## config.mk

```make
export PLATFORM = sky130hd
export DESIGN_NAME = hbp_dev_flat
export DESIGN_NICKNAME = d
export VERILOG_FILES = /design/src/hbp_pkg.sv /design/src/hbp_if.sv /design/src/hbp_dev.sv /design/src/hbp_sync.sv /design/src/flat_wrapper.sv
export SDC_FILE = /design/constraint.sdc
export NUM_CORES = 1
export LEC_CHECK = 0
export ABC_AREA = 1
export BUFFER_PORTS_ARGS = -buffer_cell sky130_fd_sc_hd__buf_2
export CORE_UTILIZATION = 35
export DETAILED_ROUTE_END_ITERATION = 10
export PLACE_DENSITY = 0.61
export RECOVER_POWER = 50
export SYNTH_ARGS = -nofsm -noshare
export SYNTH_HDL_FRONTEND = slang
export SYNTH_SLANG_ARGS = --single-unit
```

## constraint.sdc

```tcl
create_clock -name clk_sys -period 7.4 [get_ports clk_sys]
set_clock_uncertainty 0.1 [all_clocks]
set_input_delay 1.85 -clock clk_sys [delete_from_list [all_inputs] [get_ports clk_sys]]
set_output_delay 1.85 -clock clk_sys [all_outputs]
set_load 0.01 [all_outputs]
```

## src/hbp_pkg.sv

```systemverilog
// shared constants and types for the parallel host bus port
// assumes both ends run on one clock, clk_sys, with synchronous srst
package hbp_pkg;
  localparam int ADDR_W = 22;
  localparam int DATA_W = 32;
  localparam int PAR_W = 4;
  // host port clock ceiling and our own clock, in MHz
  localparam int HOST_CLK_MAX_MHZ = 100;
  localparam int SYS_CLK_MHZ = 125;
  // host divides clk_sys down to a port rate below the ceiling
  localparam int PORT_DIV = (SYS_CLK_MHZ + HOST_CLK_MAX_MHZ - 1) / HOST_CLK_MAX_MHZ;
  // wishbone register offsets of the host controller (byte addresses)
  localparam logic [7:0] REG_CTRL = 8'h00;
  localparam logic [7:0] REG_ADDR = 8'h04;
  localparam logic [7:0] REG_WDATA = 8'h08;
  localparam logic [7:0] REG_RDATA = 8'h0C;
  localparam logic [7:0] REG_STATUS = 8'h10;
  // ctrl bits: 0 go (self clear), 1 write, 2 corrupt parity
  localparam int CTRL_GO = 0;
  localparam int CTRL_WR = 1;
  localparam int CTRL_BADPAR = 2;
  // status bits
  localparam int ST_BUSY = 0;
  localparam int ST_DONE = 1;
  localparam int ST_ERR = 2;
  localparam int ST_IRQ = 3;
  localparam int ST_TXSP = 4;
  localparam int ST_RXAV = 5;
  localparam int ST_EOF = 6;
  localparam logic [31:0] RESET_WORD = 32'h0000_0000;
  function automatic logic [PAR_W-1:0] even_par(input logic [DATA_W-1:0] d);
    logic [PAR_W-1:0] p;
    p = '0;
    for (int i = 0; i < PAR_W; i++) begin
      p[i] = ^d[i*8 +: 8];
    end
    return p;
  endfunction : even_par
endpackage : hbp_pkg

```

## src/hbp_if.sv

```systemverilog
// pin bundle between the switch host port and the external host
// assumes the bench resolves two-way pins from the enables
`timescale 1ns/1ps
`default_nettype none
interface hbp_if;
  import hbp_pkg::*;
  logic port_clk;
  logic chip_sel_n;
  logic addr_strobe_n;
  logic dir_select_n;
  logic [ADDR_W-1:0] addr;
  logic [DATA_W-1:0] data_dev;
  logic [DATA_W-1:0] data_host;
  logic data_dev_oe;
  logic data_host_oe;
  logic [DATA_W-1:0] data_bus;
  logic [PAR_W-1:0] par_dev;
  logic [PAR_W-1:0] par_host;
  logic par_dev_oe;
  logic par_host_oe;
  logic [PAR_W-1:0] par_bus;
  logic ack_out;
  logic ack_oe;
  logic ack_bus;
  logic err_out;
  logic err_oe;
  logic err_bus;
  logic irq_oe;
  logic tx_space_n;
  logic rx_avail_n;
  logic frame_end_out;
  logic dir_polarity_strap;
  logic ack_polarity_strap;
  logic skip_check_strap;
  modport dev (
    input port_clk, chip_sel_n, addr_strobe_n, dir_select_n, addr, data_bus, par_bus,
    input dir_polarity_strap, ack_polarity_strap, skip_check_strap,
    output data_dev, data_dev_oe, par_dev, par_dev_oe, ack_out, ack_oe, err_out, err_oe,
    output irq_oe, tx_space_n, rx_avail_n, frame_end_out
  );
  modport host (
    output port_clk, chip_sel_n, addr_strobe_n, dir_select_n, addr,
    output data_host, data_host_oe, par_host, par_host_oe,
    input data_bus, par_bus, ack_bus, err_bus, irq_oe, tx_space_n, rx_avail_n,
    input frame_end_out, dir_polarity_strap, ack_polarity_strap, skip_check_strap
  );
endinterface : hbp_if
`default_nettype wire

```

## src/hbp_dev.sv

```systemverilog
// Operation
// - start only with select and strobe low
// - drive data and ack only when selected
// - host holds address during strobe
// - read data driven during read strobe
// - data undriven out of reset
// - even parity per byte, same drive (code drops the parity drive while the skip strap is set)
// - host strobe marks start, idle after reset
// - direction line picks who drives data
// - strap inverts direction meaning
// - ack, then inactive one cycle, release
// - ack released out of reset
// - strap picks ack polarity
// - error only with ack, on bad parity
// - open-drain interrupt low on error
// - strap skips write parity checking
// - all logic on host bus clock (code runs all logic on clk_sys, with pins passed through hbp_sync)
// - tx_space_n low while queue accepts
// - rx_avail_n low while receive data waits
// - pulse frame end per received frame
//
// switch end of the host port with a small register file
// assumes pins arrive asynchronously and pass hbp_sync first
//
// Our own choices: the placing of the registers and the Wishbone register port.
`timescale 1ns/1ps
`default_nettype none
module hbp_dev
  import hbp_pkg::*;
#(
  parameter int REG_N = 16
) (
  input wire logic clk_sys,
  input wire logic srst,
  hbp_if.dev bus,
  input wire logic int_error,
  input wire logic tx_queue_room,
  input wire logic rx_queue_data,
  input wire logic rx_frame_done,
  output logic err_irq_pending,
  output logic [DATA_W-1:0] reg0_value
);
  // ----------------------------------------------------------------
  // pin synchronisers
  // ----------------------------------------------------------------
  localparam int SW = 3 + ADDR_W + DATA_W + PAR_W + 3;
  logic [SW-1:0] raw;
  logic [SW-1:0] syn;
  logic [SW-1:0] syn_rst;
  logic s_cs_n;
  logic s_as_n;
  logic s_dir;
  logic [ADDR_W-1:0] s_addr;
  logic [DATA_W-1:0] s_data;
  logic [PAR_W-1:0] s_par;
  logic s_dir_inv;
  logic s_ack_inv;
  logic s_skip;
  assign raw = {bus.chip_sel_n, bus.addr_strobe_n, bus.dir_select_n, bus.addr,
                bus.data_bus, bus.par_bus, bus.dir_polarity_strap,
                bus.ack_polarity_strap, bus.skip_check_strap};
  // select and strobe idle high after reset
  assign syn_rst = {2'b11, {(SW-2){1'b0}}};
  hbp_sync #(.W(SW)) u_sync (
    .clk_sys(clk_sys),
    .srst(srst),
    .d(raw),
    .rst_val(syn_rst),
    .q(syn)
  );
  assign {s_cs_n, s_as_n, s_dir, s_addr, s_data, s_par, s_dir_inv, s_ack_inv, s_skip} = syn;

  // ----------------------------------------------------------------
  // decode
  // ----------------------------------------------------------------
  typedef enum logic [1:0] {
    ST_IDLE = 2'b00,
    ST_ACK = 2'b01,
    ST_END = 2'b11,
    ST_WAIT = 2'b10
  } dstate_t;
  dstate_t state;
  dstate_t next_state;
  logic [DATA_W-1:0] regs [REG_N];
  logic as_q;
  logic is_read;
  logic start;
  logic par_bad;
  logic [$clog2(REG_N)-1:0] idx;
  logic [DATA_W-1:0] rd_word;
  logic selected;
  assign is_read = s_dir ^ s_dir_inv;
  assign selected = ~s_cs_n;
  // start needs select and a fresh strobe
  assign start = selected & ~s_as_n & as_q;
  assign idx = s_addr[$clog2(REG_N)-1:0];
  assign rd_word = regs[idx];
  assign par_bad = ~s_skip & (even_par(s_data) != s_par);

  always_comb begin
    next_state = state;
    unique case (state)
      ST_IDLE: if (start) next_state = ST_ACK;
      ST_ACK: if (s_as_n | ~selected) next_state = ST_END;
      ST_END: next_state = ST_IDLE;
      ST_WAIT: next_state = ST_IDLE;
    endcase
  end

  // ----------------------------------------------------------------
  // transaction engine
  // ----------------------------------------------------------------
  logic ack_act;
  logic wr_err;
  always_ff @(posedge clk_sys) begin
    if (srst) begin
      state <= ST_WAIT;
      as_q <= 1'b0;
      ack_act <= 1'b0;
      wr_err <= 1'b0;
      bus.data_dev <= '0;
      bus.par_dev <= '0;
    end else begin
      state <= next_state;
      as_q <= s_as_n;
      if (state == ST_IDLE && start) begin
        ack_act <= 1'b1;
        if (is_read) begin
          bus.data_dev <= rd_word;
          bus.par_dev <= even_par(rd_word);
          wr_err <= 1'b0;
        end else begin
          wr_err <= par_bad;
        end
      end else if (state == ST_ACK && next_state == ST_END) begin
        ack_act <= 1'b0;
        wr_err <= 1'b0;
      end
    end
  end

  // register file; the write is dropped only on bad parity with the skip strap low
  always_ff @(posedge clk_sys) begin
    if (srst) begin
      for (int i = 0; i < REG_N; i++) regs[i] <= RESET_WORD;
    end else if (state == ST_IDLE && start && !is_read && !par_bad) begin
      regs[idx] <= s_data;
    end
  end
  assign reg0_value = regs[0];

  // ----------------------------------------------------------------
  // pin drivers
  // ----------------------------------------------------------------
  logic rd_drive;
  logic ack_drive;
  // read data only during a live read
  assign rd_drive = (state == ST_ACK) & is_read & selected & ~s_as_n;
  // ack driven in ack and one end cycle
  assign ack_drive = selected & ((state == ST_ACK) | (state == ST_END));
  always_ff @(posedge clk_sys) begin
    if (srst) begin
      bus.data_dev_oe <= 1'b0;
      bus.par_dev_oe <= 1'b0;
      bus.ack_oe <= 1'b0;
      bus.ack_out <= 1'b0;
      bus.err_oe <= 1'b0;
      bus.err_out <= 1'b1;
    end else begin
      bus.data_dev_oe <= rd_drive;
      // parity follows data; optional under skip strap
      bus.par_dev_oe <= rd_drive & ~s_skip;
      bus.ack_oe <= ack_drive;
      // polarity from strap, active level only in ack state
      bus.ack_out <= (ack_act & (state == ST_ACK)) ^ ~s_ack_inv;
      // error driven only alongside active ack
      bus.err_oe <= selected & (state == ST_ACK) & wr_err;
      bus.err_out <= 1'b0;
    end
  end

  // ----------------------------------------------------------------
  // interrupt and dma handshake
  // ----------------------------------------------------------------
  logic rx_done_q;
  always_ff @(posedge clk_sys) begin
    if (srst) begin
      bus.irq_oe <= 1'b0;
      bus.tx_space_n <= 1'b1;
      bus.rx_avail_n <= 1'b1;
      bus.frame_end_out <= 1'b0;
      rx_done_q <= 1'b0;
      err_irq_pending <= 1'b0;
    end else begin
      // open drain pulls low on internal error
      bus.irq_oe <= int_error;
      err_irq_pending <= int_error;
      bus.tx_space_n <= ~tx_queue_room;
      bus.rx_avail_n <= ~rx_queue_data;
      rx_done_q <= rx_frame_done;
      // one pulse per frame end edge
      bus.frame_end_out <= rx_frame_done & ~rx_done_q;
    end
  end
endmodule : hbp_dev
`default_nettype wire

```

## src/hbp_sync.sv

```systemverilog
// two-flop synchroniser for pin-level inputs
// assumes the destination runs on clk_sys
`timescale 1ns/1ps
`default_nettype none
module hbp_sync #(
  parameter int W = 1
) (
  input wire logic clk_sys,
  input wire logic srst,
  input wire logic [W-1:0] d,
  input wire logic [W-1:0] rst_val,
  output logic [W-1:0] q
);
  logic [W-1:0] meta;
  // the first stage feeds the second stage only
  always_ff @(posedge clk_sys) begin
    if (srst) begin
      meta <= '0;
      q <= '0;
    end else begin
      meta <= d ^ rst_val;
      q <= meta ^ rst_val;
    end
  end
endmodule : hbp_sync
`default_nettype wire

```

## src/flat_wrapper.sv

```systemverilog
// flat-port wrapper written by rule: the top's interface ports become plain ports
module hbp_dev_flat import hbp_pkg::*;
#(
  parameter int REG_N = 16
)
  (clk_sys, srst, int_error, tx_queue_room, rx_queue_data, rx_frame_done, err_irq_pending, reg0_value, bus_port_clk, bus_chip_sel_n, bus_addr_strobe_n, bus_dir_select_n, bus_addr, bus_data_bus, bus_par_bus, bus_dir_polarity_strap, bus_ack_polarity_strap, bus_skip_check_strap, bus_data_dev, bus_data_dev_oe, bus_par_dev, bus_par_dev_oe, bus_ack_out, bus_ack_oe, bus_err_out, bus_err_oe, bus_irq_oe, bus_tx_space_n, bus_rx_avail_n, bus_frame_end_out);
  hbp_if bus_i ();
  input wire logic clk_sys;
  input wire logic srst;
  input wire logic int_error;
  input wire logic tx_queue_room;
  input wire logic rx_queue_data;
  input wire logic rx_frame_done;
  output logic err_irq_pending;
  output logic [DATA_W-1:0] reg0_value;
  input wire logic [$bits(bus_i.port_clk)-1:0] bus_port_clk;
  input wire logic [$bits(bus_i.chip_sel_n)-1:0] bus_chip_sel_n;
  input wire logic [$bits(bus_i.addr_strobe_n)-1:0] bus_addr_strobe_n;
  input wire logic [$bits(bus_i.dir_select_n)-1:0] bus_dir_select_n;
  input wire logic [$bits(bus_i.addr)-1:0] bus_addr;
  input wire logic [$bits(bus_i.data_bus)-1:0] bus_data_bus;
  input wire logic [$bits(bus_i.par_bus)-1:0] bus_par_bus;
  input wire logic [$bits(bus_i.dir_polarity_strap)-1:0] bus_dir_polarity_strap;
  input wire logic [$bits(bus_i.ack_polarity_strap)-1:0] bus_ack_polarity_strap;
  input wire logic [$bits(bus_i.skip_check_strap)-1:0] bus_skip_check_strap;
  output wire logic [$bits(bus_i.data_dev)-1:0] bus_data_dev;
  output wire logic [$bits(bus_i.data_dev_oe)-1:0] bus_data_dev_oe;
  output wire logic [$bits(bus_i.par_dev)-1:0] bus_par_dev;
  output wire logic [$bits(bus_i.par_dev_oe)-1:0] bus_par_dev_oe;
  output wire logic [$bits(bus_i.ack_out)-1:0] bus_ack_out;
  output wire logic [$bits(bus_i.ack_oe)-1:0] bus_ack_oe;
  output wire logic [$bits(bus_i.err_out)-1:0] bus_err_out;
  output wire logic [$bits(bus_i.err_oe)-1:0] bus_err_oe;
  output wire logic [$bits(bus_i.irq_oe)-1:0] bus_irq_oe;
  output wire logic [$bits(bus_i.tx_space_n)-1:0] bus_tx_space_n;
  output wire logic [$bits(bus_i.rx_avail_n)-1:0] bus_rx_avail_n;
  output wire logic [$bits(bus_i.frame_end_out)-1:0] bus_frame_end_out;
  assign bus_i.port_clk = bus_port_clk;
  assign bus_i.chip_sel_n = bus_chip_sel_n;
  assign bus_i.addr_strobe_n = bus_addr_strobe_n;
  assign bus_i.dir_select_n = bus_dir_select_n;
  assign bus_i.addr = bus_addr;
  assign bus_i.data_bus = bus_data_bus;
  assign bus_i.par_bus = bus_par_bus;
  assign bus_i.dir_polarity_strap = bus_dir_polarity_strap;
  assign bus_i.ack_polarity_strap = bus_ack_polarity_strap;
  assign bus_i.skip_check_strap = bus_skip_check_strap;
  assign bus_data_dev = bus_i.data_dev;
  assign bus_data_dev_oe = bus_i.data_dev_oe;
  assign bus_par_dev = bus_i.par_dev;
  assign bus_par_dev_oe = bus_i.par_dev_oe;
  assign bus_ack_out = bus_i.ack_out;
  assign bus_ack_oe = bus_i.ack_oe;
  assign bus_err_out = bus_i.err_out;
  assign bus_err_oe = bus_i.err_oe;
  assign bus_irq_oe = bus_i.irq_oe;
  assign bus_tx_space_n = bus_i.tx_space_n;
  assign bus_rx_avail_n = bus_i.rx_avail_n;
  assign bus_frame_end_out = bus_i.frame_end_out;
  hbp_dev #(.REG_N(REG_N)) u_core (.clk_sys(clk_sys), .srst(srst), .bus(bus_i), .int_error(int_error), .tx_queue_room(tx_queue_room), .rx_queue_data(rx_queue_data), .rx_frame_done(rx_frame_done), .err_irq_pending(err_irq_pending), .reg0_value(reg0_value));
endmodule
```

Word level (Yosys, flattened, before mapping):

Memories as Yosys holds them, arrays and structs flattened. A register that Yosys moved wholly into a read port is not among the register bits.
Cells that the tools add are included.

* input port bits: 71
* bits in writable memories: 512
* memories kept: 1
* flip-flop bits (word level): 180
* logic and storage cells: 85

Memories
* u_core.regs: depth 16, width 32, read ports 2, clocked after Yosys merged registers in 1, wr ports 16, line hbp_dev.sv:84 `logic [DATA_W-1:0] regs [REG_N];`

* bitwise operators: 25
* multiplexer cells: 16
* reduce and logical (&&, ||, !) cells: 19
* equality and inequality tests: 5

Operators by type and width (number)
* parity 8 bit: 8
* 2-to-1 mux 32 bit: 1
* OR reduction 32 bit: 1
* AND 1 bit: 12
* 2-to-1 mux 1 bit: 10
* 2-to-1 mux 4 bit: 2
* NOT 1 bit: 7
* equality test 2 bit (second input constant): 3
* case mux 2 bit (3 select lines): 1
* logical AND 1 bit: 4
* 2-to-1 mux 2 bit: 2
* inequality test 4 bit: 1
* NOT 2 bit: 2
* equality test 2 x 1 -> 1 bit (second input constant): 1
* logical NOT 1 bit: 2
* logical NOT 2 bit: 1
* bitwise OR 1 bit: 2
* AND reduction 2 bit: 1
* nonzero test 2 bit: 1
* OR reduction 2 bit: 1
* XOR 1 bit: 2

Depth between registers and ports, before layout:

Gate-level depths: netlist (run 1).

* depth after elaboration: 11
* depth in mapped cells: 21
* depth with buffers taken out: 18

Cells and area by module:

Synthesis (run 1) repeated with hierarchy kept, for this count alone.

* cell total of the unflattened synthesis: 3764
* area, all modules: 31241.2 um2

By module, submodules not included
* hbp_dev: sequential area each 16415.7 um2, area each 26474.1 um2, instances 1, cells an instance 3109
* hbp_sync: sequential area each 2562.5 um2, area each 4767.1 um2, instances 1, cells an instance 655

Worst setup path before layout (run 1):

No wires, ideal clock.

* kind: input to register
* start point: in srst
* end point: mem u_core.regs[2][0] (enable)
* buffers on the path: 3
* stages: 8
* setup slack: 3.152 ns
* data arrival time: 3.758 ns
* data required time: 6.911 ns
* path through: clkbuf_1 clkinv_1 nand2_1 nor2_2 buf_4 nand3_4 buf_6 nand2_1

RTL lines
* start: declaration: line flat_wrapper.sv:9 `input wire logic srst;`
* end: declaration: line hbp_dev.sv:84

==> out/results.ini, run 1 <==
[global_routing]
grt_pass1_vias=19890
grt_pass1_wl_um=118900
grt_max_degree=149
antenna_found_initial=0
grt_usage_pct=18.33
overflow=0

[synth]
ys.flop_type=edfxtp_1
synth_warnings=0
synth_area_leaders=edfxtp_1 53%, nand2_1 16%, dfxtp_1 9.9%, nor2_1 8.1%, inv_1 2.7%
synth_seq_cells=656
yosysTopAreaCell=edfxtp_1
syn_avg_cell_area_um2=8.877
yosys-top-cells-count=1266 x nand2_1, 627 x nor2_1, 512 x edfxtp_1, 209 x inv_1, 144 x dfxtp_1
syn_nets=3363
async_flop_share_pct=0
ys_seq_area_share_pct=62.48
synth_cell_types=30
syn_inst=3292
yosysTopAreaCellShare_pct=52.61
synth_most_common_cell=nand2_1
synth-edff-count=512
syn_area_mm2=0.02922

[sta]
rsz0062_at_grt=no
fin_crit_sh_pct=77.95
hold_violations=0
setup_ws_ns=1.632
tightest_slew_ns=3.449
slew_viol_final=233
setup_viol=0
maxSlewHeadroom_pct=-129.9
post-route-min-period_ns=5.768
max_freq_mhz=173.4
finalSetupTns_ns=0

[route]
drc=0
firstDrtPassIters=5
drt_iter0_drc=1936
ant_nets=0
wirelength_um=78140
num_vias=21280
wire_per_inst_um=17.54
viasPerCell=4.777

[die]
core-area_mm2=0.08237
die_area_mm2=0.08465
initial_core_util_pct=35.48
rows=105
die_h_um=290.9
io_pins=150
die_w_um=290.9

[setup_path]
rr_startpoint=u_core.u_sync.q[40]
worstPathArrival_ns=5.96
reg2reg_slack_ns=1.95
endpoint=u_core.regs[6][28]
worst_ep_required_time_ns=7.59
r2r-end=u_core.bus.par_dev[0]
crit_fanout=36
setup.worst_path.start_class=input port
cp-startpoint=srst
reg2reg_depth=15
timing_worst_setup_path_type=in -> reg
cp-end-kind=flip-flop

[cts]
postCtsHoldBufs=0
clock_latency_ns=0.62
htreeDepth=3
cts_buffers=70
cts-resized-gates=0
cts_tree=built
clkSlewWorstSetupHoldPaths_ns=0.06
clkSinkCount=656
post_cts_buffers=0
cts_root_buffer=clkbuf_16
max-clock-path-buffers=3

[min_path]
holdCritPathClass=reg -> reg

[placed_design]
hpwl_um=47100
pre_cts_slack_ns=1.757
port_buffers=130
place_congestion=0.8022

[cells_and_area]
drive_above_1_share_pct=6.824
n_fill_cell=8169
areaGrowthSynthToFinish_pct=11.67
seqCellArea_mm2=0.01826
multi_input_area_mm2=0.009000
nNetsFinal=3399
n_antenna_cell=0

[outcome]
violations=max-capacitance violations, max-slew violations
status=complete, but fails checks

[pwr]
powerDensity_mw_per_mm2=255.5
ir_drop_mv=0.1488
p_leak_uw=0.01348

[flow_run]
maxCapViolCount=5

-- through the flow --
stage               power, uW  util [%]  area [um^2]  instances  hold WS (ns)
detailed placement       4806     37.00        30480       4326        0.2754
floorplan                4603         -        29220       3292        0.2627
global placement         4793     37.00        30480       4326        0.2744
global route             8626     39.62        32630       4455        0.3029
finish                   8339     39.62        32630       4455        0.2835
CTS                      8409     39.89        32860       4455        0.2845
-- sequential cells by signal, summed over array words and instances (netlist names), 2 cells and up --
| signal | cells |
|---|---|
| u_core.regs | 512 |
| u_core.u_sync.meta | 46 |
| u_core.u_sync.q | 46 |
| u_core.bus.data_dev | 32 |
| u_core.bus.par_dev | 4 |
| u_core.state | 2 |
-- final cells by class --
type	count	share of cell area (%)
clock buffers	98	6.484
inverters	211	2.450
repair buffers	171	2.600
flip-flops and latches	656	55.96
multi-input cells	2218	27.58
clock inverters	31	0.8244
well taps	1070	4.103
-- critical path, stage by stage --
cell	delay, ns
buf_4	0.25
inv_1	0.60
nand2_1	0.15
nor2_1	0.91
clkbuf_1	0.52
nand3_1	0.14
buf_4	0.32
nand2_1	0.72
buf_4	0.43
-- per-layer routing --
layer  wire, um  track usage (%)
met3       5791            3.100
met4       2079            5.588
met1      35700            26.30
met2      34560            28.22
met5          0                0
-- where the power goes --
group | total, uW | switching (uW) | internal, uW
Clock | 3620 | 1470 | 2140
Combinational | 582 | 436 | 146
Sequential | 4140 | 45.4 | 4090
Total | 8340 | 1950 | 6380
-- logic make-up after synthesis --
group           share of synthesized area, %
simple gates                           29.11
flops                                  62.48
buf+inv                                6.440
compound gates                         1.190
xor+xnor                              0.7793
-- layout by cell type (no fill, tap or decap), drive strengths merged --
master	count
nand3b	1
xor2	9
dfxtp	144
nor4	1
o21ai	34
nand2	1268
or2	5
bufinv	4
a21oi	34
buf	85
inv	217
nor2	673
nor3	5
clkbuf	184
xnor2	17
edfxtp	512
nand3	130
o31ai	1
clkinv	21
nand4	40
-- how the worst min path moves through the flow --
stage                                      start                   to  slack (ns)  cells after the start
after floorplan           u_core.u_sync.meta[63]  u_core.u_sync.q[63]        0.26                      1
after global placement    u_core.u_sync.meta[63]  u_core.u_sync.q[63]        0.27                      1
after detailed placement  u_core.u_sync.meta[63]  u_core.u_sync.q[63]        0.28                      1
after CTS                 u_core.u_sync.meta[63]  u_core.u_sync.q[63]        0.28                      1
after global routing      u_core.u_sync.meta[63]  u_core.u_sync.q[63]        0.30                      1
final                     u_core.u_sync.meta[63]  u_core.u_sync.q[63]        0.28                      1
Power figures use the tool's default switching activity.
==> run 2, diff against run 1 <==
==> constraint.sdc (replaced) <==
create_clock -name clk_sys -period 5.6 [get_ports clk_sys]
set_clock_uncertainty 0.1 [all_clocks]
set_input_delay 1.4 -clock clk_sys [delete_from_list [all_inputs] [get_ports clk_sys]]
set_output_delay 1.4 -clock clk_sys [all_outputs]
set_load 0.01 [all_outputs]
==> out/results.ini, run 2 (synthesis results as in run 1) <==
[sta]
hold_violations=0  ; unchanged
slew_viol_final=288  ; +24%
rsz0062_at_grt=no
fin_crit_sh_pct=80.58
maxSlewHeadroom_pct=-78.05  ; +52 points
fin_hold_ws_ns=0.2834  ; -0.00007800 ns
tightest_slew_ns=2.671  ; -0.7781 ns
finalSetupTns_ns=0  ; unchanged
max_freq_mhz=221.6
setup_viol=0  ; unchanged
post-route-min-period_ns=4.512

[cells_and_area]
final_cells=4471  ; +0.36%
final_cell_mix=1266 x nand2_1, 628 x nor2_1, 512 x edfxtp_1
regMostFlops=u_core.regs
largest_reg_flops=512  ; unchanged
seqCellArea_mm2=0.01827  ; about the same
areaGrowthSynthToFinish_pct=12.01
largest_registers=u_core.regs: 512 flops, u_core.u_sync.meta: 46 flops, u_core.u_sync.q: 46 flops
drive_above_1_share_pct=7.676  ; +0.85 points
nNetsFinal=3413  ; +0.41%
multi_input_area_mm2=0.009085  ; +0.95%
final_common_cell=nand2_1
n_fill_cell=8209  ; +0.49%

[die]
die_area_mm2=0.08465  ; unchanged
initial_core_util_pct=35.48  ; unchanged
die_w_um=290.9  ; unchanged
io_pins=150  ; unchanged
core-area_mm2=0.08237  ; unchanged
rows=105  ; unchanged
die_h_um=290.9  ; unchanged

[min_path]
hp-start=u_core.rx_done_q
min_path_cells=1  ; unchanged
hold_path_end=u_core.bus.frame_end_out
holdCritPathClass=reg -> reg

[outcome]
status=complete, but fails checks
violations=max-capacitance violations, max-slew violations

[cts]
cts_tree=built
max-clock-path-buffers=3  ; unchanged
htreeDepth=3  ; unchanged
clkSlewWorstSetupHoldPaths_ns=0.06  ; about the same
cts_buffers=73  ; +4.3%
cts_root_buffer=clkbuf_16
clkSinkCount=656  ; unchanged
postCtsHoldBufs=0  ; unchanged
post_cts_buffers=0  ; unchanged
cts-resized-gates=0  ; unchanged
clock_latency_ns=0.61  ; about the same

[placed_design]
hpwl_um=47080  ; about the same
dpl.cell_count=4337  ; +0.25%
place_congestion=0.8085  ; +0.79%
port_buffers=130  ; unchanged

[route]
wire_per_inst_um=17.55  ; about the same
ant_nets=0  ; unchanged
topRoutingLayerUsed=met4
drc=0  ; unchanged
wirelength_um=78450  ; +0.39%
dr_wl_met3_um=5784  ; -0.12%
viasPerCell=4.746  ; -0.64%
wl_met2_um=35130  ; +1.6%
num_vias=21220  ; -0.29%
drt_iter0_drc=1810  ; -6.5%
wl_met1_um=35120  ; -1.6%
firstDrtPassIters=5  ; unchanged

[global_routing]
grt_usage_pct=18.60  ; +0.27 points
grt_pass1_wl_um=120500  ; +1.4%
antenna_found_initial=0  ; unchanged
grt_pass1_vias=20200  ; +1.6%
overflow=0  ; unchanged
grt_max_degree=83  ; -44%

[setup_path]
reg2reg_depth=17  ; +2
r2r-end=u_core.bus.par_dev[3]
worstPathArrival_ns=4.65  ; -1.31 ns
reg2reg_slack_ns=1.20  ; -0.75 ns
worst_ep_required_time_ns=5.74  ; -1.85 ns
crit_fanout=57  ; +58%
cp-end-kind=flip-flop
timing_worst_setup_path_type=in -> reg
setup.worst_path.start_class=input port
rr_startpoint=u_core.u_sync.q[39]

[pwr]
p_leak_uw=0.01346  ; -0.11%
total_power_uw=10870  ; +30%
ir_drop_mv=0.1882  ; +26%
powerDensity_mw_per_mm2=332.2  ; +30%

[flow_run]
maxCapViolCount=7  ; +2

## run 2: changes by cell type in the layout (fill, tap and decap cells not counted), sizes merged
cell,change
buf,+10
diode,+1
inv,-2
clkbuf,-4
clkinv,+7
clkinvlp,+4
## run 2: final cells by class
type | count | share of cell area (%)
Sequential cell | 656 | 55.80
Clock buffer | 93 | 6.036
Timing Repair Buffer | 182 | 2.917
Tap cell | 1070 | 4.090
Clock inverter | 40 | 0.9480
Multi-Input combinational cell | 2218 | 27.76
Inverter | 211 | 2.443
Antenna cell | 1 | 0.007645
## run 2: metrics by stage
stage	worst slack (ns)	cell area, um^2	utilization (%)
finish	1.088	32730	39.74
CTS	1.920	32870	39.90
detailed placement	1.524	30580	37.13
global placement	1.548	30580	37.13
global route	0.8911	32730	39.73
floorplan	1.802	29220	-
## run 2: how the worst max path moves through the flow
| stage | start | to | slack (ns) | depth (start not counted) |
|---|---|---|---|---|
| after global placement | srst | u_core.regs[3][31] | 1.55 | 9 |
| final | srst | u_core.regs[11][16] | 1.09 | 8 |
| after floorplan | srst | u_core.regs[2][0] | 1.80 | 8 |
| after global routing | u_core.u_sync.q[39] | u_core.bus.par_dev[0] | 0.89 | 19 |
| after CTS | u_core.u_sync.q[39] | u_core.bus.par_dev[2] | 1.92 | 18 |
| after detailed placement | srst | u_core.regs[3][31] | 1.52 | 9 |
## run 2: critical path, cell delays in order
cell	delay [ns]
buf_4	0.27
inv_1	0.13
nand2_1	0.08
nor2_2	0.07
clkbuf_1	1.20
nand3_4	0.76
nand2_1	0.20
buf_4	0.48
## run 2: where the power goes
| group | total (uW) | switching (uW) | internal, uW |
|---|---|---|---|
| clock network | 4630 | 1940 | 2690 |
| logic | 765 | 568 | 197 |
| registers | 5480 | 68.2 | 5410 |
## run 2: routing by layer
metal	global-route usage, %	vias up
li1	-	10470
met2	29.63	729
met1	26.02	9895
met3	2.856	128
met4	5.768	0
met5	0	-
